==> src/ralm_map.vh <==
// Purpose : Constants for the resolver angle and loss monitor
// Assumes : Included by ralm_top.v and ralm_cordic.v by bare name
// Notes   : Register offsets are byte addresses on the local port
`ifndef RALM_MAP_VH
`define RALM_MAP_VH

// Clock and phase cycle timing
`define RALM_CLK_PERIOD_NS     8
`define RALM_PHASE_PERIOD_NS   10000
`define RALM_PHASE_CYCLES      (`RALM_PHASE_PERIOD_NS / `RALM_CLK_PERIOD_NS)

// Register byte offsets
`define RALM_OFS_ANGLE_MAG     8'h00
`define RALM_OFS_STATUS        8'h04
`define RALM_OFS_RESULT0       8'h08
`define RALM_OFS_RESULT1       8'h0c
`define RALM_OFS_RESULT2       8'h10
`define RALM_OFS_RESULT3       8'h14
`define RALM_OFS_OFFSET0       8'h18
`define RALM_OFS_OFFSET1       8'h1c

// Field positions
`define RALM_ANGLE_MSB         31
`define RALM_ANGLE_LSB         16
`define RALM_MAG_MSB           15
`define RALM_MAG_LSB           0
`define RALM_LOSS_BIT          31
`define RALM_BUSY_BIT          0
`define RALM_LOSS_NIB_MSB      15
`define RALM_LOSS_NIB_LSB      12

// Reset values
`define RALM_RST_WORD          32'h0000_0000
`define RALM_RST_SAMPLE        16'h0000
`define RALM_RST_OFFSET        16'h0000
`define RALM_RST_LOSS          1'b1

// Arctangent engine
`define RALM_CORDIC_STEPS      16
`define RALM_HALF_TURN         16'h8000

`endif

==> src/ralm_cordic.v <==
// Purpose : Iterative vectoring arctangent, one step per clock
// Assumes : Start only while not busy; inputs held for the start cycle
// Notes   : 65536 angle states per turn, wraps naturally at 16 bits
`timescale 1ns/10ps
`default_nettype none
`include "ralm_map.vh"

module ralm_cordic (
  input  wire               core_clk,
  input  wire               srst,
  input  wire               start,
  input  wire signed [16:0] x_in,
  input  wire signed [16:0] y_in,
  output wire               busy,
  output reg                done,
  output reg         [15:0] angle
);

  reg signed [19:0] x_q;
  reg signed [19:0] y_q;
  reg        [15:0] z_q;
  reg        [3:0]  step_q;
  reg               busy_q;
  wire signed [19:0] x_ext;
  wire signed [19:0] y_ext;
  wire signed [19:0] x_sh;
  wire signed [19:0] y_sh;
  wire       [15:0] tbl;

  // Angle of each micro-rotation, turn scaled to 65536
  function [15:0] atan_step;
    input [3:0] i;
    begin
      case (i)
        4'h0:    atan_step = 16'h2000;
        4'h1:    atan_step = 16'h12e4;
        4'h2:    atan_step = 16'h09fb;
        4'h3:    atan_step = 16'h0511;
        4'h4:    atan_step = 16'h028b;
        4'h5:    atan_step = 16'h0146;
        4'h6:    atan_step = 16'h00a3;
        4'h7:    atan_step = 16'h0051;
        4'h8:    atan_step = 16'h0029;
        4'h9:    atan_step = 16'h0014;
        4'ha:    atan_step = 16'h000a;
        4'hb:    atan_step = 16'h0005;
        4'hc:    atan_step = 16'h0003;
        4'hd:    atan_step = 16'h0001;
        4'he:    atan_step = 16'h0001;
        default: atan_step = 16'h0000;
      endcase
    end
  endfunction

  assign x_ext = {{3{x_in[16]}}, x_in};
  assign y_ext = {{3{y_in[16]}}, y_in};
  assign x_sh  = x_q >>> step_q;
  assign y_sh  = y_q >>> step_q;
  assign tbl   = atan_step(step_q);
  assign busy  = busy_q;

  // Left half-plane folded by a half turn, then micro-rotations
  always @(posedge core_clk) begin
    if (srst) begin
      x_q    <= 20'h00000;
      y_q    <= 20'h00000;
      z_q    <= 16'h0000;
      step_q <= 4'h0;
      busy_q <= 1'b0;
      done   <= 1'b0;
      angle  <= 16'h0000;
    end else begin
      done <= 1'b0;
      if (start && !busy_q) begin
        busy_q <= 1'b1;
        step_q <= 4'h0;
        if (x_in[16]) begin
          x_q <= -x_ext;
          y_q <= -y_ext;
          z_q <= `RALM_HALF_TURN;
        end else begin
          x_q <= x_ext;
          y_q <= y_ext;
          z_q <= 16'h0000;
        end
      end else if (busy_q) begin
        if (y_q[19]) begin
          x_q <= x_q - y_sh;
          y_q <= y_q + x_sh;
          z_q <= z_q - tbl;
        end else begin
          x_q <= x_q + y_sh;
          y_q <= y_q - x_sh;
          z_q <= z_q + tbl;
        end
        step_q <= step_q + 4'h1;
        if (step_q == 4'hf) begin
          busy_q <= 1'b0;
          done   <= 1'b1;
          angle  <= y_q[19] ? (z_q - tbl) : (z_q + tbl);
        end
      end
    end
  end

endmodule
`default_nettype wire

==> src/ralm_top.v <==
// Purpose : Resolver readout: angle, magnitude and sensor-loss status
// Assumes : Converter words arrive from another domain and are resynced
// Notes   : All results refresh once per internal phase cycle
//
// Behaviour
// The arctangent angle sits in bits 31 to 16 of the combined word.
// One electrical cycle spans the full 16-bit angle range and wraps.
// Magnitude is the sum of the squared sine and cosine samples.
// Magnitude is a 16-bit unsigned field in the low half of the word.
// Loss flag is set when the top four magnitude bits are all zero.
// The loss flag is bit 31 of the channel status word.
// The loss flag is high for signal loss and low when healthy.
// Aux sine and cosine raw samples read back in results two and three.
// No edge capture; a new angle appears only once per phase cycle.
// Magnitude is recomputed every phase cycle from primary readings.
// Programmable offsets are added to sine and cosine before atan.
// Loss flag is re-evaluated every phase cycle and clears on recovery.
//
// Design decisions made here: strobed register access and the register offsets.
`timescale 1ns/10ps
`default_nettype none
`include "ralm_map.vh"

module ralm_top (
  input  wire        core_clk,
  input  wire        srst,
  input  wire [7:0]  reg_addr,
  input  wire [31:0] reg_wdata,
  input  wire        reg_wr,
  input  wire        reg_rd,
  output reg  [31:0] reg_rdata,
  input  wire [15:0] adc_sine,
  input  wire [15:0] adc_cosine,
  input  wire [15:0] aux_sine_input,
  input  wire [15:0] aux_cosine_input,
  output wire        phase_tick,
  output wire        sensor_loss_flag
);

  // Phase divider terminal count
  localparam [31:0] DIV_FULL = `RALM_PHASE_CYCLES - 1;
  localparam [10:0] DIV_LAST = DIV_FULL[10:0];

  // One-hot conversion sequencer states
  localparam [2:0] ST_IDLE  = 3'b001;
  localparam [2:0] ST_START = 3'b010;
  localparam [2:0] ST_WAIT  = 3'b100;

  // Synchroniser stages for the converter words
  reg  [15:0] sin_m_q;
  reg  [15:0] sin_s_q;
  reg  [15:0] cos_m_q;
  reg  [15:0] cos_s_q;
  reg  [15:0] asin_m_q;
  reg  [15:0] asin_s_q;
  reg  [15:0] acos_m_q;
  reg  [15:0] acos_s_q;

  // Phase divider
  reg  [10:0] div_q;
  reg         tick_q;

  // Sampled converter results
  reg  [15:0] result0_q;
  reg  [15:0] result1_q;
  reg  [15:0] result2_q;
  reg  [15:0] result3_q;

  // Software offsets
  reg  [15:0] offset0_q;
  reg  [15:0] offset1_q;

  // Magnitude pipeline
  reg  [31:0] sq_sin_q;
  reg  [31:0] sq_cos_q;
  wire [31:0] sq_sum;
  wire [15:0] mag_field;

  // Sequencer and results
  reg  [2:0]  state_q;
  reg  [2:0]  state_d;
  reg  [31:0] word_q;
  reg         loss_q;

  // Arctangent engine connections
  wire signed [16:0] cx;
  wire signed [16:0] cy;
  wire               eng_start;
  wire               eng_busy;
  wire               eng_done;
  wire        [15:0] eng_angle;

  // Register decode
  wire        sel_off0;
  wire        sel_off1;
  reg  [31:0] rd_mux;

  // Two-stage resync of the external converter words
  always @(posedge core_clk) begin
    if (srst) begin
      sin_m_q  <= `RALM_RST_SAMPLE;
      sin_s_q  <= `RALM_RST_SAMPLE;
      cos_m_q  <= `RALM_RST_SAMPLE;
      cos_s_q  <= `RALM_RST_SAMPLE;
      asin_m_q <= `RALM_RST_SAMPLE;
      asin_s_q <= `RALM_RST_SAMPLE;
      acos_m_q <= `RALM_RST_SAMPLE;
      acos_s_q <= `RALM_RST_SAMPLE;
    end else begin
      sin_m_q  <= adc_sine;
      sin_s_q  <= sin_m_q;
      cos_m_q  <= adc_cosine;
      cos_s_q  <= cos_m_q;
      asin_m_q <= aux_sine_input;
      asin_s_q <= asin_m_q;
      acos_m_q <= aux_cosine_input;
      acos_s_q <= acos_m_q;
    end
  end

  // Phase cycle enable, one pulse per period
  always @(posedge core_clk) begin
    if (srst) begin
      div_q  <= 11'h000;
      tick_q <= 1'b0;
    end else begin
      tick_q <= (div_q == DIV_LAST);
      if (div_q == DIV_LAST) begin
        div_q <= 11'h000;
      end else begin
        div_q <= div_q + 11'h001;
      end
    end
  end

  assign phase_tick = tick_q;

  // Converter results latched only on the phase pulse
  always @(posedge core_clk) begin
    if (srst) begin
      result0_q <= `RALM_RST_SAMPLE;
      result1_q <= `RALM_RST_SAMPLE;
      result2_q <= `RALM_RST_SAMPLE;
      result3_q <= `RALM_RST_SAMPLE;
    end else if (tick_q) begin
      result0_q <= sin_s_q;
      result1_q <= cos_s_q;
      result2_q <= asin_s_q;
      result3_q <= acos_s_q;
    end
  end

  // Offset writes from software
  assign sel_off0 = (reg_addr == `RALM_OFS_OFFSET0);
  assign sel_off1 = (reg_addr == `RALM_OFS_OFFSET1);

  always @(posedge core_clk) begin
    if (srst) begin
      offset0_q <= `RALM_RST_OFFSET;
      offset1_q <= `RALM_RST_OFFSET;
    end else if (reg_wr) begin
      if (sel_off0) begin
        offset0_q <= reg_wdata[15:0];
      end
      if (sel_off1) begin
        offset1_q <= reg_wdata[15:0];
      end
    end
  end

  // Compensated inputs to the arctangent, one bit of headroom
  assign cy = $signed({result0_q[15], result0_q})
            + $signed({offset0_q[15], offset0_q});
  assign cx = $signed({result1_q[15], result1_q})
            + $signed({offset1_q[15], offset1_q});

  // Squares of the raw primary samples
  always @(posedge core_clk) begin
    if (srst) begin
      sq_sin_q <= 32'h0000_0000;
      sq_cos_q <= 32'h0000_0000;
    end else if (state_q == ST_START) begin
      sq_sin_q <= $signed(result0_q) * $signed(result0_q);
      sq_cos_q <= $signed(result1_q) * $signed(result1_q);
    end
  end

  // Sum scaled so one full-scale channel reads 32768, saturating
  assign sq_sum    = sq_sin_q + sq_cos_q;
  assign mag_field = sq_sum[31] ? 16'hffff : sq_sum[30:15];

  // Sequencer next state
  always @* begin
    state_d = state_q;
    case (state_q)
      ST_IDLE: begin
        if (tick_q) begin
          state_d = ST_START;
        end
      end
      ST_START: begin
        state_d = ST_WAIT;
      end
      ST_WAIT: begin
        if (eng_done) begin
          state_d = ST_IDLE;
        end
      end
      default: begin
        state_d = ST_IDLE;
      end
    endcase
  end

  always @(posedge core_clk) begin
    if (srst) begin
      state_q <= ST_IDLE;
    end else begin
      state_q <= state_d;
    end
  end

  assign eng_start = (state_q == ST_START);

  // Arctangent engine, cosine on the x axis
  ralm_cordic u_cordic (
    .core_clk (core_clk),
    .srst     (srst),
    .start    (eng_start),
    .x_in     (cx),
    .y_in     (cy),
    .busy     (eng_busy),
    .done     (eng_done),
    .angle    (eng_angle)
  );

  // Combined word and loss flag updated together once per phase cycle
  always @(posedge core_clk) begin
    if (srst) begin
      word_q <= `RALM_RST_WORD;
      loss_q <= `RALM_RST_LOSS;
    end else if (eng_done && state_q == ST_WAIT) begin
      word_q[`RALM_ANGLE_MSB:`RALM_ANGLE_LSB] <= eng_angle;
      word_q[`RALM_MAG_MSB:`RALM_MAG_LSB]     <= mag_field;
      loss_q <= (mag_field[`RALM_LOSS_NIB_MSB:`RALM_LOSS_NIB_LSB]
                 == 4'h0);
    end
  end

  assign sensor_loss_flag = loss_q;

  // Read multiplexer, unmapped addresses read zero
  always @* begin
    rd_mux = 32'h0000_0000;
    case (reg_addr)
      `RALM_OFS_ANGLE_MAG: begin
        rd_mux = word_q;
      end
      `RALM_OFS_STATUS: begin
        rd_mux[`RALM_LOSS_BIT] = loss_q;
        rd_mux[`RALM_BUSY_BIT] = eng_busy;
      end
      `RALM_OFS_RESULT0: begin
        rd_mux[15:0] = result0_q;
      end
      `RALM_OFS_RESULT1: begin
        rd_mux[15:0] = result1_q;
      end
      `RALM_OFS_RESULT2: begin
        rd_mux[15:0] = result2_q;
      end
      `RALM_OFS_RESULT3: begin
        rd_mux[15:0] = result3_q;
      end
      `RALM_OFS_OFFSET0: begin
        rd_mux[15:0] = offset0_q;
      end
      `RALM_OFS_OFFSET1: begin
        rd_mux[15:0] = offset1_q;
      end
      default: begin
        rd_mux = 32'h0000_0000;
      end
    endcase
  end

  // Read data valid only in the cycle after the strobe
  always @(posedge core_clk) begin
    if (srst) begin
      reg_rdata <= 32'h0000_0000;
    end else if (reg_rd) begin
      reg_rdata <= rd_mux;
    end else begin
      reg_rdata <= 32'h0000_0000;
    end
  end

endmodule
`default_nettype wire

==> config.mk <==
export PLATFORM = sky130hd
export DESIGN_NAME = ralm_top
export DESIGN_NICKNAME = d
export VERILOG_FILES = /design/src/ralm_cordic.v /design/src/ralm_top.v
export VERILOG_INCLUDE_DIRS = /design/src
export SDC_FILE = /design/constraint.sdc
export NUM_CORES = 2
export LEC_CHECK = 0
export BUFFER_PORTS_ARGS = -buffer_cell sky130_fd_sc_hd__buf_2
export CAP_MARGIN = 40
export CORE_ASPECT_RATIO = 0.75
export CORE_UTILIZATION = 60
export CTS_BUF_LIST = sky130_fd_sc_hd__clkbuf_4
export CTS_CLUSTER_DIAMETER = 50
export CTS_CLUSTER_SIZE = 20
export DETAILED_ROUTE_END_ITERATION = 10
export PLACE_DENSITY = 0.77
export SLEW_MARGIN = 10
export SYNTH_ARGS = -nofsm -noshare
export SYNTH_HDL_FRONTEND = slang
export SYNTH_HIERARCHICAL = 1
export SYNTH_SLANG_ARGS = --single-unit
==> constraint.sdc <==
create_clock -name core_clk -period 16.7 [get_ports core_clk]
set_input_delay 1.67 -clock core_clk [delete_from_list [all_inputs] [get_ports core_clk]]
set_output_delay 1.67 -clock core_clk [all_outputs]
set_load 0.1 [all_outputs]
# Word level (Yosys, flattened, before mapping)
# Memory sizes are Yosys's and may differ from the RTL's. A register that Yosys moved wholly into a read port is not among the register bits.
# Index checks and enable logic that the tools add are counted.
dict set report word_totals {
  rom_bits 224
  register_bits 446
  out_inout_bits 34
  elab_cells 106
  mem_count 1
  inputBits 108
}
# name depth width rd rd_clocked_by_memory_dff wr line_no
set memory_table {}
lappend memory_table {{(name not given)} 16 14 1 1 0 ralm_cordic.v:34} ;# case (i)
dict set report op_classes {
  n_eq_ne 14
  bitwise 4
  add_sub_neg 13
  n_reduce_logical 15
  mux 25
  shift 2
  mul 2
}
# operator n
set op_table {}
lappend op_table {{$mux 20} 8}
lappend op_table {{$pmux 15 s7} 1}
lappend op_table {{$mux 16} 5}
lappend op_table {{$mul 16x16->32} 2}
lappend op_table {{$add 20x20->20} 2}
lappend op_table {{$neg 17->20} 2}
lappend op_table {{$sshr 20x4->20} 2}
lappend op_table {{$sub 20x20->20} 2}
lappend op_table {{$add 16x16->17} 2}
lappend op_table {{$add 32x32->32} 1}
lappend op_table {{$eq 8x5->1 const B} 4}
lappend op_table {{$add 16x16->16} 1}
lappend op_table {{$eq 8x4->1 const B} 2}
lappend op_table {{$sub 16x16->16} 1}
lappend op_table {{$add 11x1->11 const B} 1}
lappend op_table {{$eq 11x11->1 const B} 1}
lappend op_table {{$pmux 3 s3} 1}
lappend op_table {{$eq 8x3->1 const B} 1}
lappend op_table {{$logic_not 8->1} 1}
lappend op_table {{$mux 4} 2}
lappend op_table {{$pmux 1 s8} 1}
lappend op_table {{$mux 3} 2}
lappend op_table {{$reduce_and 2->1} 3}
lappend op_table {{$reduce_or 2->1} 3}
lappend op_table {{16 further kinds} 24}

# Longest topological paths before layout
dict set report logic_depth {
  ltp_word 5
  mapped_depth 26
  mapped_depth_nobuf 24
}

# Modules after synthesis
# The synthesis kept the hierarchy.
# mod cells_per_inst area_per_inst_um2 instances seq_area_each_um2
set by_module_without_submodules {}
lappend by_module_without_submodules {ralm_top 3511 32383.6 1 7287.0}
lappend by_module_without_submodules {ralm_cordic 1283 9909.5 1 1841.8}

# Worst setup path after synthesis
# No wires, ideal clock.
dict set report synth_path {
  kind {register to register}
  startpoint {register result1_q[15]}
  endpoint {register sq_cos_q[31]}
  setup_slack_ps 10236
  required_time_ps 16578
  n_path_buf 2
  path_stages_with_launch 22
  synth_period_minus_slack_ps 6464
  setup_ps 122
  arrival_ps 6342
  cell_sequence {dfxtp_1 > clkbuf_1 > clkinv_1 > buf_1 > nor2_1 > fa_1 > fa_1 > fa_1 > fa_1 > fa_1 > inv_1 > fa_1 > inv_1 > ha_1 > a21oi_1 > nand2_1 > a21o_1 > nand2b_1 > o21ai_1 > o21ai_0 > and3b_1 > a311o_1}
}
dict set report synth_between {
  elab_chain_cells 1
}
# item line_no
set synth_rtl {}
lappend synth_rtl {{from (decl)} ralm_top.v:65} ;# reg [15:0] result1_q;
lappend synth_rtl {{from (signal assigned)} ralm_top.v:142} ;# result1_q <= `RALM_RST_SAMPLE;
lappend synth_rtl {{from (signal assigned)} ralm_top.v:147} ;# result1_q <= cos_s_q;
lappend synth_rtl {{$mul 16x16->32} ralm_top.v:184} ;# sq_cos_q <= $signed(result1_q) * $signed(result1_q);
lappend synth_rtl {{to (signal assigned)} ralm_top.v:184}
lappend synth_rtl {{to (decl)} ralm_top.v:75} ;# reg [31:0] sq_cos_q;
# No other way between the ends.
# A chain may end at the register's enable or synchronous reset.

# Worst setup path after layout
dict set report layout_path {
  startpoint {register result0_q[10]}
  endpoint {register sq_sin_q[31]}
}
dict set report layout_between {
  elab_chain_cells 1
}
# item line_no
set layout_rtl {}
lappend layout_rtl {{from (decl)} ralm_top.v:64} ;# reg [15:0] result0_q;
lappend layout_rtl {{from (signal assigned)} ralm_top.v:141} ;# result0_q <= `RALM_RST_SAMPLE;
lappend layout_rtl {{from (signal assigned)} ralm_top.v:146} ;# result0_q <= sin_s_q;
lappend layout_rtl {{$mul 16x16->32} ralm_top.v:183} ;# sq_sin_q <= $signed(result0_q) * $signed(result0_q);
lappend layout_rtl {{to (signal assigned)} ralm_top.v:183}
lappend layout_rtl {{to (decl)} ralm_top.v:74} ;# reg [31:0] sq_sin_q;
# No other way between the ends.

==> flow_metrics.env <==
export IMPL_arrival_ns=8.51
export IMPL_powerDensity_nw_per_um2=41.55
export IMPL_clockBufferDepth=3
export IMPL_start_util_pct=61.24
export IMPL_dr_pass1_iters=6
export IMPL_grt_pass1_vias=32380
export IMPL_synth_edff_count=0
export IMPL_cts_buffers=45
export IMPL_seqPwrFrac_pct=60.1
export IMPL_ir_worst_vdd_mv=0.05608
export IMPL_gr_total_overflow=0
export IMPL_nets=5687
export IMPL_synth_xor_area_share_pct=5.012
export IMPL_n_fill_cell=5783
export IMPL_cts_setup_buffers=0
export IMPL_total_power_mw=1.847
export IMPL_synth_flop_cell="dfxtp_1"
export IMPL_drt_iter0_markers=2993
export IMPL_cp_end_kind="register"
export IMPL_clk_pin_slew_ns=0.18
export IMPL_period_needed_ns=7.747
export IMPL_final_hold_violation_count=0
export IMPL_final_setup_tns_ns=0
export IMPL_synth_cells=4794
export IMPL_yosys_warnings=6
export IMPL_wl_per_cell_um=18.54
export IMPL_synth_mux_area_share_pct=5.165
export IMPL_crit_family="adder cells"
export IMPL_crit_chain="inv_1 -> nor2_1 -> fa_1 -> inv_1 -> fa_1 -> fa_1 -> fa_1 -> inv_1 -> fa_1 -> fa_1 -> ha_1 -> a21oi_1 -> nand2_1 -> o41ai_2 -> a31oi_1 -> a221oi_2 -> o21ai_1 -> a31oi_1 -> xnor2_1 -> a211oi_1"
export IMPL_io_pins=142
export IMPL_layout_common_cells="inv_1, nand2_1, fa_1"
export IMPL_synth_seq_cells=456
export IMPL_leakage_nw=21.21
export IMPL_synth_async_reset_ratio_pct=0
export IMPL_routed_wl_um=107000
export IMPL_timing_final_crit_share_pct=46.39
export IMPL_dp_cells=5684
export IMPL_pwr_share_clk_pct=36.9
export IMPL_stdcell_count=5771
export IMPL_synth_nets=5684
export IMPL_via_per_inst=5.747
export IMPL_slowest_delay_ns=0.95
export IMPL_fmax_ghz=0.1291
export IMPL_synth_top_family_by_area="adder cells"
export IMPL_synth_compound_area_share_pct=12.51
export IMPL_synth_area_um2=42290
export IMPL_holdBufCountCts=0
export IMPL_start_kind="register"
export IMPL_yosys_cell_types_count=105
export IMPL_grt_max_degree=141
export IMPL_clk_latency_ns=0.94
export IMPL_slew_headroom_pct=35.32
export IMPL_cts_tree="done"
export IMPL_yosys_area_share_simple_pct=15.66
export IMPL_root_buffer="clkbuf_4"
export IMPL_grt_pass1_wl_um=173300
export IMPL_worst_path_max_delay_cell="dfxtp_1"
export IMPL_drcViolationCount=0
export IMPL_sw_frac_of_total_pct=28.19
export IMPL_p_int_mw=1.326
export IMPL_synth_seq_area_share_pct=21.58
export IMPL_setup_viol=0
export IMPL_slew_violations=0
export IMPL_fp_coreArea_um2=69060
export IMPL_gr_usage_all_layers_pct=30.71
export IMPL_path_max_fanout=15
export IMPL_cap_violations=0
export IMPL_p_sw_mw=0.5207
export IMPL_num_vias=33170
export IMPL_cp_required_ns=17.46
export IMPL_cts_resized_gates=0
export IMPL_worstMarginPinSlew_ns=0.9600
export IMPL_h_tree_depth=2
export IMPL_worst_clock_skew_ns=0.1081
export IMPL_die_h_um=231.9
export IMPL_crit_buf_inv=3
export IMPL_drive_gt1_share_pct=8.055
export IMPL_rsz0062_at_grt="false"
export IMPL_syn2layout_area_growth_pct=5.097
export IMPL_die_w_um=308.6
export IMPL_clock_sinks=456
export IMPL_status="finished, final reports clean"
export IMPL_rows=83
export IMPL_crit_type="reg2reg"
export IMPL_comb_power_share_pct=3.1
export IMPL_gp_congestion=0.9777
export IMPL_hpwlAfterDp_um=83890
export IMPL_synthAdderAreaFrac_pct=31.53
export IMPL_grt_antenna_before_repair=10
export IMPL_layout_commonest_cell="inv_1"
export IMPL_hp_class="reg2reg"
export IMPL_die_area_um2=71570
export IMPL_cpMostUsedCell="fa_1"
export IMPL_ant_nets=0
export IMPL_avgSynthCellArea_um2=8.822
export IMPL_portBuffers=125
-- routing by layer --
| layer | wire, um | GRT usage [%] | up-vias |
|---|---|---|---|
| met5 | 157 | 1.436 | - |
| met4 | 2558 | 8.551 | 4 |
| met3 | 11190 | 7.228 | 147 |
| met2 | 43850 | 43.53 | 1247 |
| met1 | 49240 | 46.17 | 16110 |
| li1 | - | - | 15660 |
-- path summary, 6_finish.rpt --
kind / startpoint / to / slack [ns] / cells after the start
max reg2reg: result0_q[10] / sq_sin_q[31] / 8.95 / 20
min reg2reg: u_cordic/angle[8] / word_q[24] / 0.44 / 2
max: result0_q[10] / sq_sin_q[31] / 8.95 / 20
min: u_cordic/angle[8] / word_q[24] / 0.44 / 2
-- state kept, by name (all words and copies together) (netlist names), 20 cells and up --
signal,cells
reg_rdata,32
sq_cos_q,30
sq_sin_q,30
u_cordic/x_q,20
u_cordic/y_q,20
word_q,32
-- tightest hold or removal path, delay by kind of cell, from the launching register on --
kind / cells / cell delay [ns]
simple gates: 1 / 0.05
flops: 1 / 0.34
compound gates: 1 / 0.05
-- cell type report --
type | instances | area, um^2 | share of cell area, %
inverter | 710 | 2668 | 6.001
clock inverter | 32 | 434.2 | 0.9768
antenna | 7 | 17.52 | 0.03941
multi-input combinational | 3406 | 29560 | 66.51
tap | 935 | 1170 | 2.632
sequential | 456 | 9139 | 20.56
clock buffer | 47 | 352.8 | 0.7938
timing repair buffer | 178 | 1105 | 2.486
-- power by group through the flow --
stage	Combinational (mW)	Clock, mW	Sequential, mW
finish	0.0564	0.681	1.11
global route	0.0606	0.743	1.11
CTS	0.0556	0.700	1.11
detailed placement	0.0553	0	1.13
global placement	0.0535	0	1.13
floorplan	0.0333	0	1.13
-- synth_stat cells (all sizes together) (7+ instances only) --
cell type | n | area [um^2]
inv | 704 | 2643
mux4 | 32 | 724.4
nor2b | 159 | 994.7
a22o | 29 | 254.0
nand2 | 523 | 1971
xor2 | 96 | 840.8
o21ai | 134 | 674.4
o211ai | 9 | 67.56
and3 | 30 | 187.7
fa | 473 | 9469
or3 | 19 | 118.9
a31o | 14 | 122.6
nand3b | 7 | 52.55
o31ai | 20 | 155.1
a221oi | 11 | 108.9
a311o | 7 | 70.07
a21boi | 7 | 52.55
nand4 | 14 | 93.84
ha | 309 | 3866
a21oi | 275 | 1388
o21a | 14 | 105.1
or4 | 10 | 75.07
xnor2 | 146 | 1279
o31a | 7 | 61.31
a211o | 7 | 61.31
mux2i | 117 | 1171
o21bai | 11 | 82.58
nor2 | 347 | 1303
o22ai | 17 | 106.4
clkbuf | 176 | 663.1
nand3 | 61 | 305.3
dfxtp | 456 | 9129
a31oi | 31 | 193.9
nor4 | 10 | 77.57
or2 | 18 | 112.6
o41ai | 7 | 76.32
a222oi | 11 | 110.1
a21o | 60 | 451.7
nand2b | 37 | 239.0
buf | 43 | 254.0
a211oi | 79 | 643.1
and2 | 101 | 634.4
nor3 | 53 | 265.3
mux2 | 25 | 289.0
-- per-stage QoR --
stage	instance area [um^2]	setup WS (ns)	hold WS (ns)	util (%)
6_report	44450	8.953	0.4394	64.36
5_1_grt	44450	8.665	0.4520	64.36
4_1_cts	44420	9.077	0.4413	64.32
3_5_place_dp	43630	9.228	0.4223	63.18
3_3_place_gp	43480	9.356	0.4150	62.96
2_1_floorplan	42290	10.24	0.4138	-
-- logic make-up (layout without fill, tap and decap cells) --
logic type,count (synthesis),after routing
DFF,456,456
buffers and inverters,932,967
other,0,7
xor gates and xnor gates,242,242
AOI/OAI and AO/OA,799,799
adders and majority gates,782,782
muxes,174,174
and+or+nand+nor,1409,1409
Power figures use the tool's default switching activity.
